[config.mk]
export PLATFORM = sky130hd
export DESIGN_NAME = stage_switch_selector_flat
export DESIGN_NICKNAME = d
export VERILOG_FILES = /design/src/stage_selector_pkg.sv /design/src/stage_link_if.sv /design/src/stage_switch_selector.sv /design/src/flat_wrapper.sv
export SDC_FILE = /design/constraint.sdc
export NUM_CORES = 1
export LEC_CHECK = 0
export BUFFER_PORTS_ARGS = -buffer_cell sky130_fd_sc_hd__buf_2
export CORE_MARGIN = 1
export CORE_UTILIZATION = 40
export CTS_CLUSTER_DIAMETER = 100
export DETAILED_ROUTE_END_ITERATION = 6
export PLACE_DENSITY = 0.64
export SYNTH_ARGS = -nofsm -noshare
export SYNTH_HDL_FRONTEND = slang
export SYNTH_SLANG_ARGS = --single-unit
[constraint.sdc]
create_clock -name I_CLOCK -period 5.53 [get_ports I_CLOCK]
set_clock_uncertainty 0.15 [all_clocks]
set_input_delay 0.2765 -clock I_CLOCK [delete_from_list [all_inputs] [get_ports I_CLOCK]]
set_output_delay 0.2765 -clock I_CLOCK [all_outputs]
set_load 0.01 [all_outputs]
[src/stage_selector_pkg.sv]
/*
  Constants shared by both ends of the stage command link: word widths, stage
  addressing, channel count, command-function channel map and link timing.
  Assumes a single 20 MHz clock drives both ends and the interface between them.
*/
// How it works
// - Eight-bit coded word selects one output switch.
// - Word addressed here is stored and held.
// - Complement of stored word is sent back.
// - Channel fires only on a later execute.
// - At least 112 decoded output channels exist.
// - Computer times commands; ten functions are mapped.
// - Emergency command shuts all engines, bypassing selector; code sets shutdown in selector, apart from channel path.
// - Selector output latches that function's own element.
// - Latched element drives its stage command output.
// - One latch per function; ground unlatch clears.
// - All-reset shown only when every latch clear.
package stage_selector_pkg;

  // Coded word and addressing
  localparam int          WORD_W       = 8;
  localparam int          STAGE_W      = 2;
  localparam logic [1:0]  FIRST_STAGE  = 2'h0;

  // Decoded output channels
  localparam int          NUM_CHANNELS = 112;
  localparam int          CHAN_W       = 7;
  localparam logic [7:0]  CHAN_LIMIT   = 8'h70;

  // Command functions held by the distributor, one latch each
  localparam int          NUM_FUNC     = 10;
  localparam logic [6:0]  FUNC_CHAN [0:NUM_FUNC-1] = '{
    7'h01,  // Telemetry calibration on
    7'h02,  // Telemetry calibration off
    7'h03,  // Helium flow control valve 2 open
    7'h04,  // Helium flow control valve 3 open
    7'h05,  // Helium flow control valve 4 open
    7'h06,  // Center engine cutoff enable
    7'h07,  // Outboard engine cutoff enable
    7'h08,  // Arm bridgewire_firing_unit, retro and separation
    7'h09,  // Fire bridgewire_firing_unit, retro and separation
    7'h0A   // Measurement switchover
  };

  // Link timing
  localparam int          CLOCK_HZ        = 20_000_000;
  localparam int          ECHO_TIMEOUT_NS = 1000;
  localparam int          ECHO_TIMEOUT_CYC = (ECHO_TIMEOUT_NS / 50 < 1) ? 1 :
                                             ECHO_TIMEOUT_NS / (1_000_000_000 / CLOCK_HZ);
  localparam int          TMR_W           = 8;

  // Reset values
  localparam logic [7:0]  WORD_RESET   = 8'h00;

endpackage

[src/stage_link_if.sv]
/*
  Link between the flight_computer end and the stage switch selector end.
  Assumes both ends share one clock; each signal has one driving modport.
*/
`timescale 1ns/1ps
`default_nettype none
interface stage_link_if;
  import stage_selector_pkg::*;

  // Computer to selector
  logic               load;
  logic               exec;
  logic [STAGE_W-1:0] stage_addr;
  logic [WORD_W-1:0]  word;
  logic               emergency;

  // Selector to computer
  logic [WORD_W-1:0]  echo;
  logic               echo_valid;

  modport computer (
    output load,
    output exec,
    output stage_addr,
    output word,
    output emergency,
    input  echo,
    input  echo_valid
  );

  modport selector (
    input  load,
    input  exec,
    input  stage_addr,
    input  word,
    input  emergency,
    output echo,
    output echo_valid
  );
endinterface
`default_nettype wire

[src/stage_switch_selector.sv]
/*
  Stage switch selector with its command distributor. A coded word addressed
  to this stage is stored and echoed as its complement; a later execute fires
  one of the decoded channels for one cycle. Channels mapped to command
  functions set latches that hold their stage commands until ground unlatch.
  Codes from the channel count upward are refused with a one-cycle reject
  pulse, as is an execute with no stored word waiting for it.
  Assumes the link and the ground unlatch are synchronous to I_CLOCK, and
  that the computer sends execute only after it has checked the echo.
*/
`timescale 1ns/1ps
`default_nettype none
module stage_switch_selector
  import stage_selector_pkg::*;
#(
  parameter logic [STAGE_W-1:0] STAGE_ID = FIRST_STAGE
)
(
  // Clock and reset
  input  wire logic                    I_CLOCK,
  input  wire logic                    I_RESET,

  // Link from the flight computer
  stage_link_if.selector               LINK,

  // Ground support equipment
  input  wire logic                    I_UNLATCH,
  output logic                         O_ALL_RESET,

  // Decoded channels, one-cycle pulses
  output logic [NUM_CHANNELS-1:0]      O_CHANNEL,

  // Latched stage commands
  output logic [NUM_FUNC-1:0]          O_STAGE_CMD,
  output logic                         O_ENGINE_SHUTDOWN,

  // Selector state
  output logic [WORD_W-1:0]            O_WORD_HELD,
  output logic                         O_ARMED,
  output logic                         O_REJECT
);

  // Storage register and echo
  logic [WORD_W-1:0]       word_r;
  logic                    armed_r;
  logic [WORD_W-1:0]       echo_r;
  logic                    echo_valid_r;

  // Channel decode
  logic                    addr_hit;
  logic                    take_load;
  logic                    take_exec;
  logic                    code_ok;
  logic                    fire_ok;
  logic [NUM_CHANNELS-1:0] channel_r;
  logic [NUM_CHANNELS-1:0] channel_nxt;
  logic                    reject_r;

  // Distributor
  logic [NUM_FUNC-1:0]     latch_r;
  logic [NUM_FUNC-1:0]     latch_nxt;
  logic [NUM_FUNC-1:0]     func_set;
  logic [NUM_FUNC:0]       clear_chain;
  logic                    all_reset_r;
  logic                    shutdown_r;

  // Address match: words for another stage leave everything alone
  // An execute riding with a load is dropped: the word must be stored first
  assign addr_hit  = (LINK.stage_addr == STAGE_ID);
  assign take_load = LINK.load && addr_hit;
  assign take_exec = LINK.exec && addr_hit && !LINK.load;

  // Codes at or above the channel count have no switch behind them
  assign code_ok = (word_r < CHAN_LIMIT);
  assign fire_ok = take_exec && armed_r && code_ok;

  // Storage register, held until the next word for this stage
  always_ff @(posedge I_CLOCK or posedge I_RESET) begin
    if (I_RESET) begin
      word_r <= WORD_RESET;
    end else if (take_load) begin
      word_r <= LINK.word;
    end
  end

  // Armed from storing until one execute consumes the word, so a repeated
  // execute cannot pulse the same channel twice
  always_ff @(posedge I_CLOCK or posedge I_RESET) begin
    if (I_RESET) begin
      armed_r <= 1'b0;
    end else if (take_load) begin
      armed_r <= 1'b1;
    end else if (take_exec) begin
      armed_r <= 1'b0;
    end
  end

  // Complement of the stored word, returned the cycle after the load
  always_ff @(posedge I_CLOCK or posedge I_RESET) begin
    if (I_RESET) begin
      echo_r <= WORD_RESET;
    end else if (take_load) begin
      echo_r <= ~LINK.word;
    end
  end

  // Echo qualifier, one pulse for each accepted load
  always_ff @(posedge I_CLOCK or posedge I_RESET) begin
    if (I_RESET) begin
      echo_valid_r <= 1'b0;
    end else begin
      echo_valid_r <= take_load;
    end
  end

  assign LINK.echo       = echo_r;
  assign LINK.echo_valid = echo_valid_r;

  // Channel decode: one switch, only on execute of an armed word
  always_comb begin
    channel_nxt = '0;
    if (fire_ok) begin
      channel_nxt[CHAN_W'(word_r)] = 1'b1;
    end
  end

  // Registered, so each channel pulse is clean and lasts one cycle
  always_ff @(posedge I_CLOCK or posedge I_RESET) begin
    if (I_RESET) begin
      channel_r <= '0;
    end else begin
      channel_r <= channel_nxt;
    end
  end

  // Execute with nothing armed, or of an unmapped code, is refused
  always_ff @(posedge I_CLOCK or posedge I_RESET) begin
    if (I_RESET) begin
      reject_r <= 1'b0;
    end else begin
      reject_r <= take_exec && !fire_ok;
    end
  end

  // Distributor: one latch per command function
  assign clear_chain[0] = 1'b1;

  generate
    for (genvar f = 0; f < NUM_FUNC; f++) begin : g_func
      // Only the channel assigned to this function sets its latch
      assign func_set[f] = channel_r[FUNC_CHAN[f]];

      always_comb begin
        if (func_set[f]) begin
          latch_nxt[f] = 1'b1;
        end else if (I_UNLATCH) begin
          latch_nxt[f] = 1'b0;
        end else begin
          latch_nxt[f] = latch_r[f];
        end
      end

      // Series chain: each cleared latch passes the all-clear on
      assign clear_chain[f+1] = clear_chain[f] & ~latch_nxt[f];
    end
  endgenerate

  // Set outranks unlatch in the same cycle, so no command is lost
  always_ff @(posedge I_CLOCK or posedge I_RESET) begin
    if (I_RESET) begin
      latch_r <= '0;
    end else begin
      latch_r <= latch_nxt;
    end
  end

  // Series chain of cleared states
  always_ff @(posedge I_CLOCK or posedge I_RESET) begin
    if (I_RESET) begin
      all_reset_r <= 1'b1;
    end else begin
      all_reset_r <= clear_chain[NUM_FUNC];
    end
  end

  // Emergency shutdown, apart from the channel path; a standing emergency
  // outranks unlatch, so the shutdown cannot be cleared while still commanded
  always_ff @(posedge I_CLOCK or posedge I_RESET) begin
    if (I_RESET) begin
      shutdown_r <= 1'b0;
    end else if (LINK.emergency) begin
      shutdown_r <= 1'b1;
    end else if (I_UNLATCH) begin
      shutdown_r <= 1'b0;
    end
  end

  // Outputs
  assign O_CHANNEL         = channel_r;
  assign O_STAGE_CMD       = latch_r;
  assign O_ALL_RESET       = all_reset_r;
  assign O_ENGINE_SHUTDOWN = shutdown_r;
  assign O_WORD_HELD       = word_r;
  assign O_ARMED           = armed_r;
  assign O_REJECT          = reject_r;

endmodule
`default_nettype wire
[src/flat_wrapper.sv]
// flat-port wrapper written by rule: the top's interface ports become plain ports
module stage_switch_selector_flat import stage_selector_pkg::*;
#(
  parameter logic [STAGE_W-1:0] STAGE_ID = FIRST_STAGE
)
  (I_CLOCK, I_RESET, I_UNLATCH, O_ALL_RESET, O_CHANNEL, O_STAGE_CMD, O_ENGINE_SHUTDOWN, O_WORD_HELD, O_ARMED, O_REJECT, LINK_load, LINK_exec, LINK_stage_addr, LINK_word, LINK_emergency, LINK_echo, LINK_echo_valid);
  stage_link_if LINK_i ();
  input  wire logic I_CLOCK;
  input  wire logic I_RESET;
  input  wire logic I_UNLATCH;
  output logic O_ALL_RESET;
  output logic [NUM_CHANNELS-1:0] O_CHANNEL;
  output logic [NUM_FUNC-1:0] O_STAGE_CMD;
  output logic O_ENGINE_SHUTDOWN;
  output logic [WORD_W-1:0] O_WORD_HELD;
  output logic O_ARMED;
  output logic O_REJECT;
  input wire logic [$bits(LINK_i.load)-1:0] LINK_load;
  input wire logic [$bits(LINK_i.exec)-1:0] LINK_exec;
  input wire logic [$bits(LINK_i.stage_addr)-1:0] LINK_stage_addr;
  input wire logic [$bits(LINK_i.word)-1:0] LINK_word;
  input wire logic [$bits(LINK_i.emergency)-1:0] LINK_emergency;
  output wire logic [$bits(LINK_i.echo)-1:0] LINK_echo;
  output wire logic [$bits(LINK_i.echo_valid)-1:0] LINK_echo_valid;
  assign LINK_i.load = LINK_load;
  assign LINK_i.exec = LINK_exec;
  assign LINK_i.stage_addr = LINK_stage_addr;
  assign LINK_i.word = LINK_word;
  assign LINK_i.emergency = LINK_emergency;
  assign LINK_echo = LINK_i.echo;
  assign LINK_echo_valid = LINK_i.echo_valid;
  stage_switch_selector #(.STAGE_ID(STAGE_ID)) u_core (.I_CLOCK(I_CLOCK), .I_RESET(I_RESET), .LINK(LINK_i), .I_UNLATCH(I_UNLATCH), .O_ALL_RESET(O_ALL_RESET), .O_CHANNEL(O_CHANNEL), .O_STAGE_CMD(O_STAGE_CMD), .O_ENGINE_SHUTDOWN(O_ENGINE_SHUTDOWN), .O_WORD_HELD(O_WORD_HELD), .O_ARMED(O_ARMED), .O_REJECT(O_REJECT));
endmodule
; Word level (Yosys, flattened, before mapping)
; Index checks and enable logic that the tools add are counted.
[word_totals]
register_bits = 143
in_bits = 16
out_inout_bits = 143
word_cells = 71
[classes]
magnitude_cmp = 3
muxes = 27
bitwise_logic = 20
reduce_logical = 12
[ops]
columns = op, count
row1 = two-way mux 112 bit, 1
row2 = two-way mux 1 bit, 25
row3 = NOT 1 bit, 10
row4 = AND 1 bit, 9
row5 = < comparator 7 x 8 -> 1 bit (second input constant), 1
row6 = < comparator 8 x 7 -> 1 bit (second input constant), 1
row7 = NOT 8 bit, 1
row8 = demux 1 bit (select 7 bit), 1
row9 = >= comparator 7 x 1 -> 1 bit (second input constant), 1
row10 = logical AND 1 bit, 7
row11 = nonzero test 2 bit, 2
row12 = logical NOT 1 bit, 2
row13 = logical NOT 2 bit, 1

; Depth between registers and ports, before layout
; Gate-level depths: netlist (run 1).
[depth]
ltp_word = 12
mapped_depth = 6
depth_no_buf = 4

; Worst setup path before layout (run 1)
; Ideal clock, no wire load.
[synth_timing]
path_type = register to register
startpoint = reg u_core.armed_r, in the netlist u_core.O_ARMED
endpoint = reg u_core.channel_r[73], in the netlist u_core.O_CHANNEL[73]
setup_ps = 125
arrival_ps = 1342
setup_slack_ps = 3913
path_stages_with_launch = 7
n_path_buf = 3
synth_period_minus_slack_ps = 1617
path_cell_list = dfrtp_1 nor2b_1 buf_1 nand2_1 clkbuf_1 buf_2 nor3_1
[synth_between]
elab_chain_len = 3
[synth_rtl]
columns = element, line
row1 = start: declaration, stage_switch_selector.sv:45  ; logic armed_r;
row2 = start signal: assignment, stage_switch_selector.sv:90  ; armed_r <= 1'b0;
row3 = start signal: assignment, stage_switch_selector.sv:92  ; armed_r <= 1'b1;
row4 = start signal: assignment, stage_switch_selector.sv:94  ; armed_r <= 1'b0;
row5 = logical AND 1 bit (2 in a row), stage_switch_selector.sv:75  ; assign fire_ok = take_exec && armed_r && code_ok;
row6 = two-way mux 112 bit, stage_switch_selector.sv:122  ; if (fire_ok) begin
row7 = via u_core.channel_nxt[73], stage_switch_selector.sv:56  ; logic [NUM_CHANNELS-1:0] channel_nxt;
row8 = end signal: assignment, stage_switch_selector.sv:132  ; channel_r <= channel_nxt;
row9 = end: declaration, stage_switch_selector.sv:55  ; logic [NUM_CHANNELS-1:0] channel_r;
; The timed path passes the listed nets, and every way through them passes these cells.
; A chain may end at the register's enable or synchronous reset.

; Worst setup path in the final report (run 1)
[layout_timing]
startpoint = reg u_core.word_r[5], in the netlist u_core.O_WORD_HELD[5]
endpoint = reg u_core.channel_r[73], in the netlist u_core.O_CHANNEL[73]
[layout_between]
elab_chain_len = 5
[layout_rtl]
columns = element, line
row1 = start: declaration, stage_switch_selector.sv:44  ; logic [WORD_W-1:0] word_r;
row2 = start signal: assignment, stage_switch_selector.sv:82  ; word_r <= LINK.word;
row3 = < comparator 7 x 8 -> 1 bit (not written as such) / >= comparator 7 x 1 -> 1 bit (equally long branches), stage_switch_selector.sv:123  ; channel_nxt[CHAN_W'(word_r)] = 1'b1;
row4 = logical AND 1 bit (not written as such), stage_switch_selector.sv:123
row5 = two-way mux 1 bit (not written as such), stage_switch_selector.sv:123
row6 = demux 1 bit (select 7 bit), n/a
row7 = two-way mux 112 bit *, stage_switch_selector.sv:122
row8 = via u_core.channel_nxt[73], stage_switch_selector.sv:56
; The timed path passes the listed nets; every way through them passes the cells marked *.

==> out/results.ini, run 1 <==
[timing]
worst_pin_slew_ns = 1.10
max_freq_mhz = 429
fin_tns_setup_ns = 0
setup_viol = 0
slew_headroom = 0.264
post-route-min-period_ns = 2.33
fin_crit_sh = 0.421
hold_violations = 0
finalMaxSlewViolations = 0
rsz0062_at_grt = false

[logic_synthesis]
synth_top_area_frac = 0.744
synth-seq-area-share = 0.750
yosysUniqueCellTypes = 27
synth_most_common_cell = dfrtp_1
synthesis.area_um2 = 4780
ys.flop_type = dfrtp_1
synth.net_count = 410
yosysWarnings = 0
synth_edf_count = 0
synth_area_leaders = dfrtp_1, nor2_1, nand2_1, nor3_1, a21o_1
synth_seq_cells = 143
yosys-top-cells-count = dfrtp_1, nor2_1, nand2_1
ys_async_sr_fraction = 1.00
syn_avg_cell_area_um2 = 12.1
yosysTopAreaCell = dfrtp_1
synth_cells = 394

[floorplan]
die_y_um = 111
coreArea_um2 = 11500
dieArea_um2 = 12400
row_count = 39
initial_core_util = 0.415
die_x_um = 111
io_pins = 159

[worst_setup_path]
cp.required_ns = 5.61
worstRegToRegCells = 3
ff2ff_setup_slack_ns = 3.20
reg2reg_from = u_core.O_WORD_HELD[5]$_DFFE_PP0P_
crit_fanout = 29
arrival_ns = 2.41
critPathKind = reg2reg
endpoint_kind = flip-flop
start_kind = flip-flop
r2r_end = u_core.O_CHANNEL[73]$_DFF_PP0_

[detailed_routing]
wirelength_um = 11600
ant_nets = 0
route.detailed.drc = 28
vias_per_cell = 4.80
route.vias.total = 3439
drtIter0Drc = 243
routedWlPerCell_um = 16.2
dr.pass1.iters = 6

[clock_tree]
clkTransAtPathRegs_ns = 0.06
clk_latency_ns = 0.41
cts_tree = done
cts_root_buf = clkbuf_16
cts_max_level = 4
cts_sinks = 143
cts.path.max_buffers = 2
cts_made_buffers = 17
post_cts_resized = 0

[final_layout]
syn_to_final_growth_pct = 34.1
num_antenna_cells = 0
final_nets = 578
drive_above_1_share = 0.343

[hold_path]
min_path_cells = 4
hp-start = LINK_load
whs_endpoint = u_core.O_CHANNEL[111]$_DFF_PP0_
hp-class = in2reg

[global_routing]
antenna_found_initial = 0
grt_usage = 0.200
grt_pass1_vias = 3420
grt_max_degree = 82
gr-total-overflow = 0
grt_pass1_wl_um = 18500

[placement]
port-buffer-count = 158
hpwl_um = 7250
place_congestion = 0.760

[power]
p_per_area_nw_per_um2 = 387
p_total_mw = 2.48
p_leak_nw = 3.58
vdd_ir_drop_max_uv = 193

[run_status]
status = complete, but fails checks
violations = design-rule violations

[flow_run]
maxCapViolCount = 0

[critical path, stage by stage (launching register included)]
cell     delay (ns)
dfrtp_1        0.60
nand3_1        0.30
nand2_1        0.89
nor3_1         0.19
[where the power goes]
part / internal [mW] / leakage (nW) / switching [mW]
Combinational: 0.0476 / 1.30 / 0.113
Sequential: 1.07 / 1.96 / 0.0274
Clock: 0.801 / 0.313 / 0.420
Total: 1.92 / 3.58 / 0.561
[state kept, by name (all words and copies together), names as in the netlist]
| register | cells |
|---|---|
| u_core.O_STAGE_CMD | 10 |
| u_core.O_ARMED | 1 |
| u_core.O_ALL_RESET | 1 |
| u_core.LINK.echo_valid | 1 |
| u_core.O_ENGINE_SHUTDOWN | 1 |
| u_core.O_WORD_HELD | 8 |
| u_core.O_REJECT | 1 |
| u_core.O_CHANNEL | 112 |
| u_core.LINK.echo | 8 |
[logic make-up (layout without fill, tap and decap cells)]
group,Yosys count,in the layout,share of synthesized area
and+or+nand+nor,206,206,0.197
buffers and inverters,24,204,0.0241
AOI/OAI and AO/OA,21,21,0.0293
DFF,143,143,0.750
[worst max path at each step]
stage,slack [ns],from,depth (start not counted),to
6_report,3.20,u_core.O_WORD_HELD[5]$_DFFE_PP0P_,3,u_core.O_CHANNEL[73]$_DFF_PP0_
5_1_grt,3.02,u_core.O_WORD_HELD[6]$_DFFE_PP0P_,3,u_core.O_CHANNEL[73]$_DFF_PP0_
4_1_cts,3.18,LINK_exec,5,u_core.O_CHANNEL[13]$_DFF_PP0_
3_5_place_dp,3.23,u_core.O_WORD_HELD[5]$_DFFE_PP0P_,3,u_core.O_CHANNEL[57]$_DFF_PP0_
3_3_place_gp,3.27,u_core.O_WORD_HELD[6]$_DFFE_PP0P_,3,u_core.O_CHANNEL[99]$_DFF_PP0_
2_1_floorplan,1.27,I_RESET,1,u_core.LINK.echo[0]$_DFFE_PP0P_
[cells in the final DEF, fill, tap and decap left out, types with 4 or more instances in the layout]
cell	instances
a21o_1	12
buf_2	158
bufinv_16	4
clkbuf_16	17
clkbuf_8	4
dfrtp_1	142
dlygate4sd3_1	11
nand2_1	59
nor2_1	88
nor2b_1	4
nor3_1	29
nor4_1	4
o21ai_0	6
[layout make-up]
cell class                 instances  area, um^2
clock buffer                      22         484
tap                              143         179
timing repair buffer             170         908
fill                             993        5110
sequential                       143        3580
multi-input combinational        227        1080
inverter                           3        16.3
clock inverter                     9         155
[repair_timing]
action	CTS	global route
endpoints found under the hold margin	80	0
buffers inserted	0	0
hold buffers	11	0
[per-layer routing]
layer / vias to the layer above / GRT usage / wire [um]
li1: 1609 / - / -
met1: 1691 / 0.263 / 5200
met2: 124 / 0.316 / 5540
met3: 15 / 0.0569 / 686
met4: 0 / 0.0757 / 174
met5: - / 0 / 0
[metrics by stage]
stage | instance area, um^2 | hold WS [ns] | setup WS, ns | util | instances
2_1_floorplan | 4780 | 0.219 | 1.27 | - | 394
3_3_place_gp | 5650 | 0.217 | 3.27 | 0.491 | 675
3_5_place_dp | 5650 | 0.241 | 3.23 | 0.491 | 675
4_1_cts | 6400 | 0.0257 | 3.18 | 0.556 | 717
5_1_grt | 6400 | 0.0360 | 3.02 | 0.556 | 717
6_report | 6400 | 0.0360 | 3.20 | 0.556 | 717
No activity file was read; power rests on OpenSTA's default activity.
==> run 2, diff against run 1 <==
==> constraint.sdc (replaced) <==
create_clock -name I_CLOCK -period 2.3 [get_ports I_CLOCK]
set_clock_uncertainty 0.15 [all_clocks]
set_input_delay 0.115 -clock I_CLOCK [delete_from_list [all_inputs] [get_ports I_CLOCK]]
set_output_delay 0.115 -clock I_CLOCK [all_outputs]
set_load 0.01 [all_outputs]
==> run 2 against run 1 <==
The flow still finishes with violations (design-rule violations). Routed wire length up 2.3%. Global-route usage up 0.76 points. Clock power up 130%. Total power up 140%. Non-clock buffer count up 18. Sequential share of layout area down 1.1 points. Cell count up 2.6%. Sequential power up 140%. Combinational power rose to 2.6 times the previous value. Critical path type is now in2reg. Largest cell class unchanged.
==> out/results.ini, run 2 (same netlist as run 1, synthesis figures left out) <==
[global_routing]
gr-total-overflow = 0
grt_max_degree = 144
antenna_found_initial = 0
grt_usage = 0.208
grt_pass1_vias = 3649
grt_pass1_wl_um = 19300

[placement]
port-buffer-count = 158
dpl.cell_count = 690
place_congestion = 0.784
hpwl_um = 7910

[worst_setup_path]
arrival_ns = 1.97
reg2reg_from = u_core.O_WORD_HELD[6]$_DFFE_PP0P_
endpoint_kind = flip-flop
crit_fanout = 13
cp.required_ns = 2.47
crit_start = LINK_stage_addr[1]
critPathKind = in2reg
start_kind = primary input
worstRegToRegCells = 3
r2r_end = u_core.O_CHANNEL[27]$_DFF_PP0_
ff2ff_setup_slack_ns = 0.50

[detailed_routing]
met3_length_um = 813
maxUsedRoutingLayer = met4
dr.pass1.iters = 7
route.detailed.drc = 30
wirelength_um = 11900
met1_length_um = 5130
ant_nets = 0
drtIter0Drc = 232
route.met2.wl_um = 5740
route.vias.total = 3540
vias_per_cell = 4.81
routedWlPerCell_um = 16.1

[final_layout]
final_cell_mix = buf_2, dfrtp_1, nor2_1
syn_to_final_growth_pct = 36.7
final_nets = 596
num_antenna_cells = 0
fin_util = 0.567
final_common_cell = buf_2
largest_reg_flops = 112
fin_cells = 736
drive_above_1_share = 0.358
fillers = 992

[power]
seq_power_share = 0.450
switching_power_mw = 1.34
p_total_mw = 5.84
vdd_ir_drop_max_uv = 356
clockPowerShare = 0.477
combPwrFrac = 0.073
p_sw_frac = 0.230
p_int_mw = 4.50
p_leak_nw = 3.64
p_per_area_nw_per_um2 = 895

[timing]
fin_tns_setup_ns = 0
fin_crit_sh = 0.783
worst_pin_slew_ns = 0.750
setup_viol = 0
rsz0062_at_grt = false
max_freq_mhz = 556
slew_headroom = 0.500
hold_violations = 0
post-route-min-period_ns = 1.80
finalMaxSlewViolations = 0

[clock_tree]
clk_latency_ns = 0.42
cts_made_buffers = 17
clkTransAtPathRegs_ns = 0.06
cts_sinks = 143
cts_tree = done
cts_max_level = 4
cts_root_buf = clkbuf_16
cts.path.max_buffers = 2
cts_setup_buffers = 0

[flow_run]
maxCapViolCount = 0

[floorplan]
die_y_um = 111
dieArea_um2 = 12400
io_pins = 159
die_x_um = 111
row_count = 39
coreArea_um2 = 11500
initial_core_util = 0.415

[hold_path]
whs_endpoint = u_core.O_STAGE_CMD[8]$_DFF_PP0_
min_path_cells = 3
hp-start = I_UNLATCH
hp-class = in2reg

[run_status]
violations = design-rule violations
status = complete, but fails checks

run 2: timing repair:
| item | CTS | global route |
|---|---|---|
| hold buffers | 14 | 0 |
| hold endpoints to repair | 164 | 0 |
| resized for setup | 0 | 0 |
run 2: per-layer routing:
layer	vias to the layer above	track usage
met5	-	0
met4	0	0.0811
met3	15	0.0672
met2	119	0.324
met1	1773	0.270
li1	1633	-
run 2: metrics by stage:
| step | setup WS (ns) | area, um^2 | hold slack, ns |
|---|---|---|---|
| finish | 0.500 | 6530 | 0.0112 |
| global route | 0.303 | 6530 | 0.0330 |
| CTS | 0.523 | 6530 | 0.00369 |
| detailed placement | 0.602 | 5780 | 0.152 |
| global placement | 0.635 | 5780 | 0.146 |
| floorplan | 0.245 | 4780 | 0.0573 |
run 2: worst max-delay path by stage:
stage / end / slack, ns / cells past startpoint
after detailed placement: u_core.O_CHANNEL[11]$_DFF_PP0_ / 0.60 / 3
after CTS: u_core.O_CHANNEL[27]$_DFF_PP0_ / 0.52 / 7
final: u_core.O_CHANNEL[91]$_DFF_PP0_ / 0.50 / 7
after global routing: u_core.O_CHANNEL[27]$_DFF_PP0_ / 0.30 / 3
after global placement: u_core.O_CHANNEL[11]$_DFF_PP0_ / 0.64 / 3
after floorplan: u_core.LINK.echo[0]$_DFFE_PP0P_ / 0.24 / 1
run 2: final cells by class:
cell class,instances,area (um^2),share of cell area
Clock buffer,22,474,0.0726
Clock inverter,10,135,0.0207
Inverter,3,15.0,0.00230
Multi-Input combinational cell,227,1080,0.166
Sequential cell,143,3580,0.548
Tap cell,143,179,0.0274
Timing Repair Buffer,188,1060,0.163
run 2: power by group through the flow:
stage | Sequential, mW | Combinational [mW] | Clock, mW
2_1_floorplan | 2.68 | 0.229 | 0
3_3_place_gp | 2.67 | 0.413 | 0
3_5_place_dp | 2.67 | 0.417 | 0
4_1_cts | 2.63 | 0.437 | 2.83
5_1_grt | 2.64 | 0.476 | 2.97
6_report | 2.63 | 0.426 | 2.79
run 2: worst max-delay path, stage by stage:
cell and delay, ns:
dlygate4sd3_1 0.54, buf_2 0.15, nor4b_4 0.41, buf_4 0.20, nand3b_2 0.09, buf_4 0.21, nor3_1 0.24
==> run 3, diff against run 2 <==
--- a/config.mk
+++ b/config.mk
@@ -5,12 +5,13 @@
 export SDC_FILE = /design/constraint.sdc
 export NUM_CORES = 1
 export LEC_CHECK = 0
+export ABC_AREA = 1
 export BUFFER_PORTS_ARGS = -buffer_cell sky130_fd_sc_hd__buf_2
 export CORE_MARGIN = 1
 export CORE_UTILIZATION = 40
 export CTS_CLUSTER_DIAMETER = 100
 export DETAILED_ROUTE_END_ITERATION = 6
-export PLACE_DENSITY = 0.64
+export PLACE_DENSITY = 0.66
 export SYNTH_ARGS = -nofsm -noshare
 export SYNTH_HDL_FRONTEND = slang
 export SYNTH_SLANG_ARGS = --single-unit
==> constraint.sdc (replaced) <==
create_clock -name I_CLOCK -period 1.58 [get_ports I_CLOCK]
set_clock_uncertainty 0.15 [all_clocks]
set_input_delay 0.079 -clock I_CLOCK [delete_from_list [all_inputs] [get_ports I_CLOCK]]
set_output_delay 0.079 -clock I_CLOCK [all_outputs]
set_load 0.01 [all_outputs]
==> run 3 against run 2 <==
The run now ends clean. Core utilization decreased by 0.50 points. Register-to-register slack got worse by 0.44 ns. Worst setup slack got worse by 0.44 ns. Combinational power increased by 41%. Worst hold slack improved by 0.0028 ns. Critical endpoint unchanged.
==> out/results.ini, run 3 <==
[run_status]
status = complete, no violations

[worst_setup_path]
critPathKind = reg2reg
crit_fanout = 14
arrival_ns = 1.65
crit_start = u_core.O_WORD_HELD[6]$_DFFE_PP0P_
endpoint_kind = flip-flop
worstRegToRegCells = 5
ff2ff_setup_slack_ns = 0.06
start_kind = flip-flop
cp.required_ns = 1.72
reg2reg_from = u_core.O_WORD_HELD[6]$_DFFE_PP0P_

[final_layout]
area.sequential_um2 = 3580
final_cell_mix = buf_2, dfrtp_1, nor2_1
final_nets = 593
drive_above_1_share = 0.363
fin_cells = 733
multiInputGateArea_um2 = 975
num_antenna_cells = 0
syn_to_final_growth_pct = 36.3
stdcell_area_um2 = 6440
fillers = 970
largest_reg_flops = 112
fin_util = 0.562
final_common_cell = buf_2

[timing]
setup_viol = 0
post-route-min-period_ns = 1.52
fin_crit_sh = 0.961
hold_violations = 0
worst_slack_ns = 0.0615
max_freq_mhz = 659
slew_headroom = 0.753
finalMaxSlewViolations = 0
rsz0062_at_grt = true
worst_pin_slew_ns = 0.367

[power]
p_per_area_nw_per_um2 = 1280
vdd_ir_drop_max_uv = 697
p_total_mw = 8.22
p_leak_nw = 3.65

[clock_tree]
cts_max_level = 4
cts_made_buffers = 17
clk_latency_ns = 0.42
cts_root_buf = clkbuf_16
clkTransAtPathRegs_ns = 0.06
cts_setup_buffers = 0
cts_tree = done
cts_sinks = 143
cts.path.max_buffers = 2

[detailed_routing]
vias_per_cell = 4.57
dr.pass1.iters = 4
wirelength_um = 11900
drtIter0Drc = 212
ant_nets = 0
route.detailed.drc = 0
routedWlPerCell_um = 16.2
route.vias.total = 3353

[global_routing]
grt_pass1_vias = 3428
grt.busiest_layer = met2
grt_pass1_wl_um = 18700
grtUsageMet1 = 0.251
met2_usage = 0.334
grt_max_degree = 45
antenna_found_initial = 0
grt_usage = 0.205
gr-total-overflow = 0
gr-usage-met3 = 0.0651

[placement]
dpl.cell_count = 683
dp_worst_setup_slack_ns = 0.0611
hpwl_um = 8190
place_area_um2 = 5690
place_congestion = 0.792
port-buffer-count = 158

[floorplan]
coreArea_um2 = 11500
io_pins = 159
initial_core_util = 0.412
dieArea_um2 = 12300
die_y_um = 111
row_count = 39
die_x_um = 111

[logic_synthesis]
ys_async_sr_fraction = 1.00
ys.flop_type = dfrtp_1
yosysWarnings = 0
yosys-top-cells-count = dfrtp_1, nor2_1, nand2_1
synth-seq-area-share = 0.757
synth_top_area_frac = 0.752
synth_most_common_cell = dfrtp_1
yosysTopAreaCell = dfrtp_1
syn_avg_cell_area_um2 = 12.2
synth_cells = 388
synth_area_leaders = dfrtp_1, nor2_1, nand2_1, buf_6, nand2_4
yosysUniqueCellTypes = 20
synthesis.area_um2 = 4730
synth.net_count = 404
synth_edf_count = 0
synth_seq_cells = 143

[flow_run]
maxCapViolCount = 0

[hold_path]
hp-class = in2async

==> run 3: cell count changes in the layout (fill, tap and decap cells not counted), moves of 4 or more <==
cell,change
inv_6,+4
nor4_1,-4
nand2_1,-13
nand2_4,+8
a21o_1,-10
nor2_1,+37
o21a_1,+7
nor2b_1,-4
inv_1,+18
nor3_1,-22
buf_4,-14
==> run 3: per-layer routing <==
layer / vias to the layer above / wire [um] / share of wire
met1: 1647 / 4890 / 0.41
li1: 1562 / - / -
met2: 128 / 6020 / 0.51
met4: 0 / 230 / 0.019
met5: - / 0 / 0
met3: 16 / 743 / 0.063
==> run 3: metrics by stage <==
| step | hold slack [ns] | setup TNS (ns) |
|---|---|---|
| after detailed placement | -0.103 | 0 |
| final | 0.0140 | 0 |
| after floorplan | 0.0213 | -62.39 |
| after CTS | 0.00690 | 0 |
| after global placement | -0.102 | 0 |
| after global routing | 0.0219 | -0.308 |
==> run 3: repair_timing <==
| action | 4_1_cts | 5_1_grt |
|---|---|---|
| hold buffers | 17 | 0 |
| endpoints found under the hold margin | 173 | 0 |
| setup endpoints to repair | 0 | 92 |
| resized for setup | 0 | 1 |
==> run 3: cells by family after synthesis <==
family                 synth area share
AOI/OAI and AO/OA                0.0267
DFF                               0.757
and+or+nand+nor                   0.176
buffers and inverters            0.0400
==> run 3: cell type report <==
cell class,instances,share of cell area
Clock buffer,18,0.0682
Sequential cell,143,0.556
Timing Repair Buffer,180,0.163
Inverter,23,0.0140
Tap cell,143,0.0278
Clock inverter,14,0.0204
Multi-Input combinational cell,212,0.151
==> run 3: final timing paths <==
| check | to |
|---|---|
| max in group asynchronous | u_core.O_ALL_RESET$_DFF_PP1_ |
| setup / recovery | u_core.O_CHANNEL[91]$_DFF_PP0_ |
| hold reg to reg | u_core.LINK.echo[5]$_DFFE_PP0P_ |
| hold / removal | u_core.O_CHANNEL[90]$_DFF_PP0_ |
| setup reg to reg | u_core.O_CHANNEL[91]$_DFF_PP0_ |
| min in group I_CLOCK | u_core.O_WORD_HELD[6]$_DFFE_PP0P_ |
==> run 3: critical path: stages (launching register included) <==
cell,delay (ns)
dfrtp_1,0.40
nand2_1,0.10
o21ai_2,0.30
nor2_8,0.12
nand2_4,0.22
nor2_1,0.08
==> run 3: power by group <==
group          internal [mW]  switching, mW
combinational          0.197          0.402
clock                   2.23           1.58
sequential              3.74         0.0683
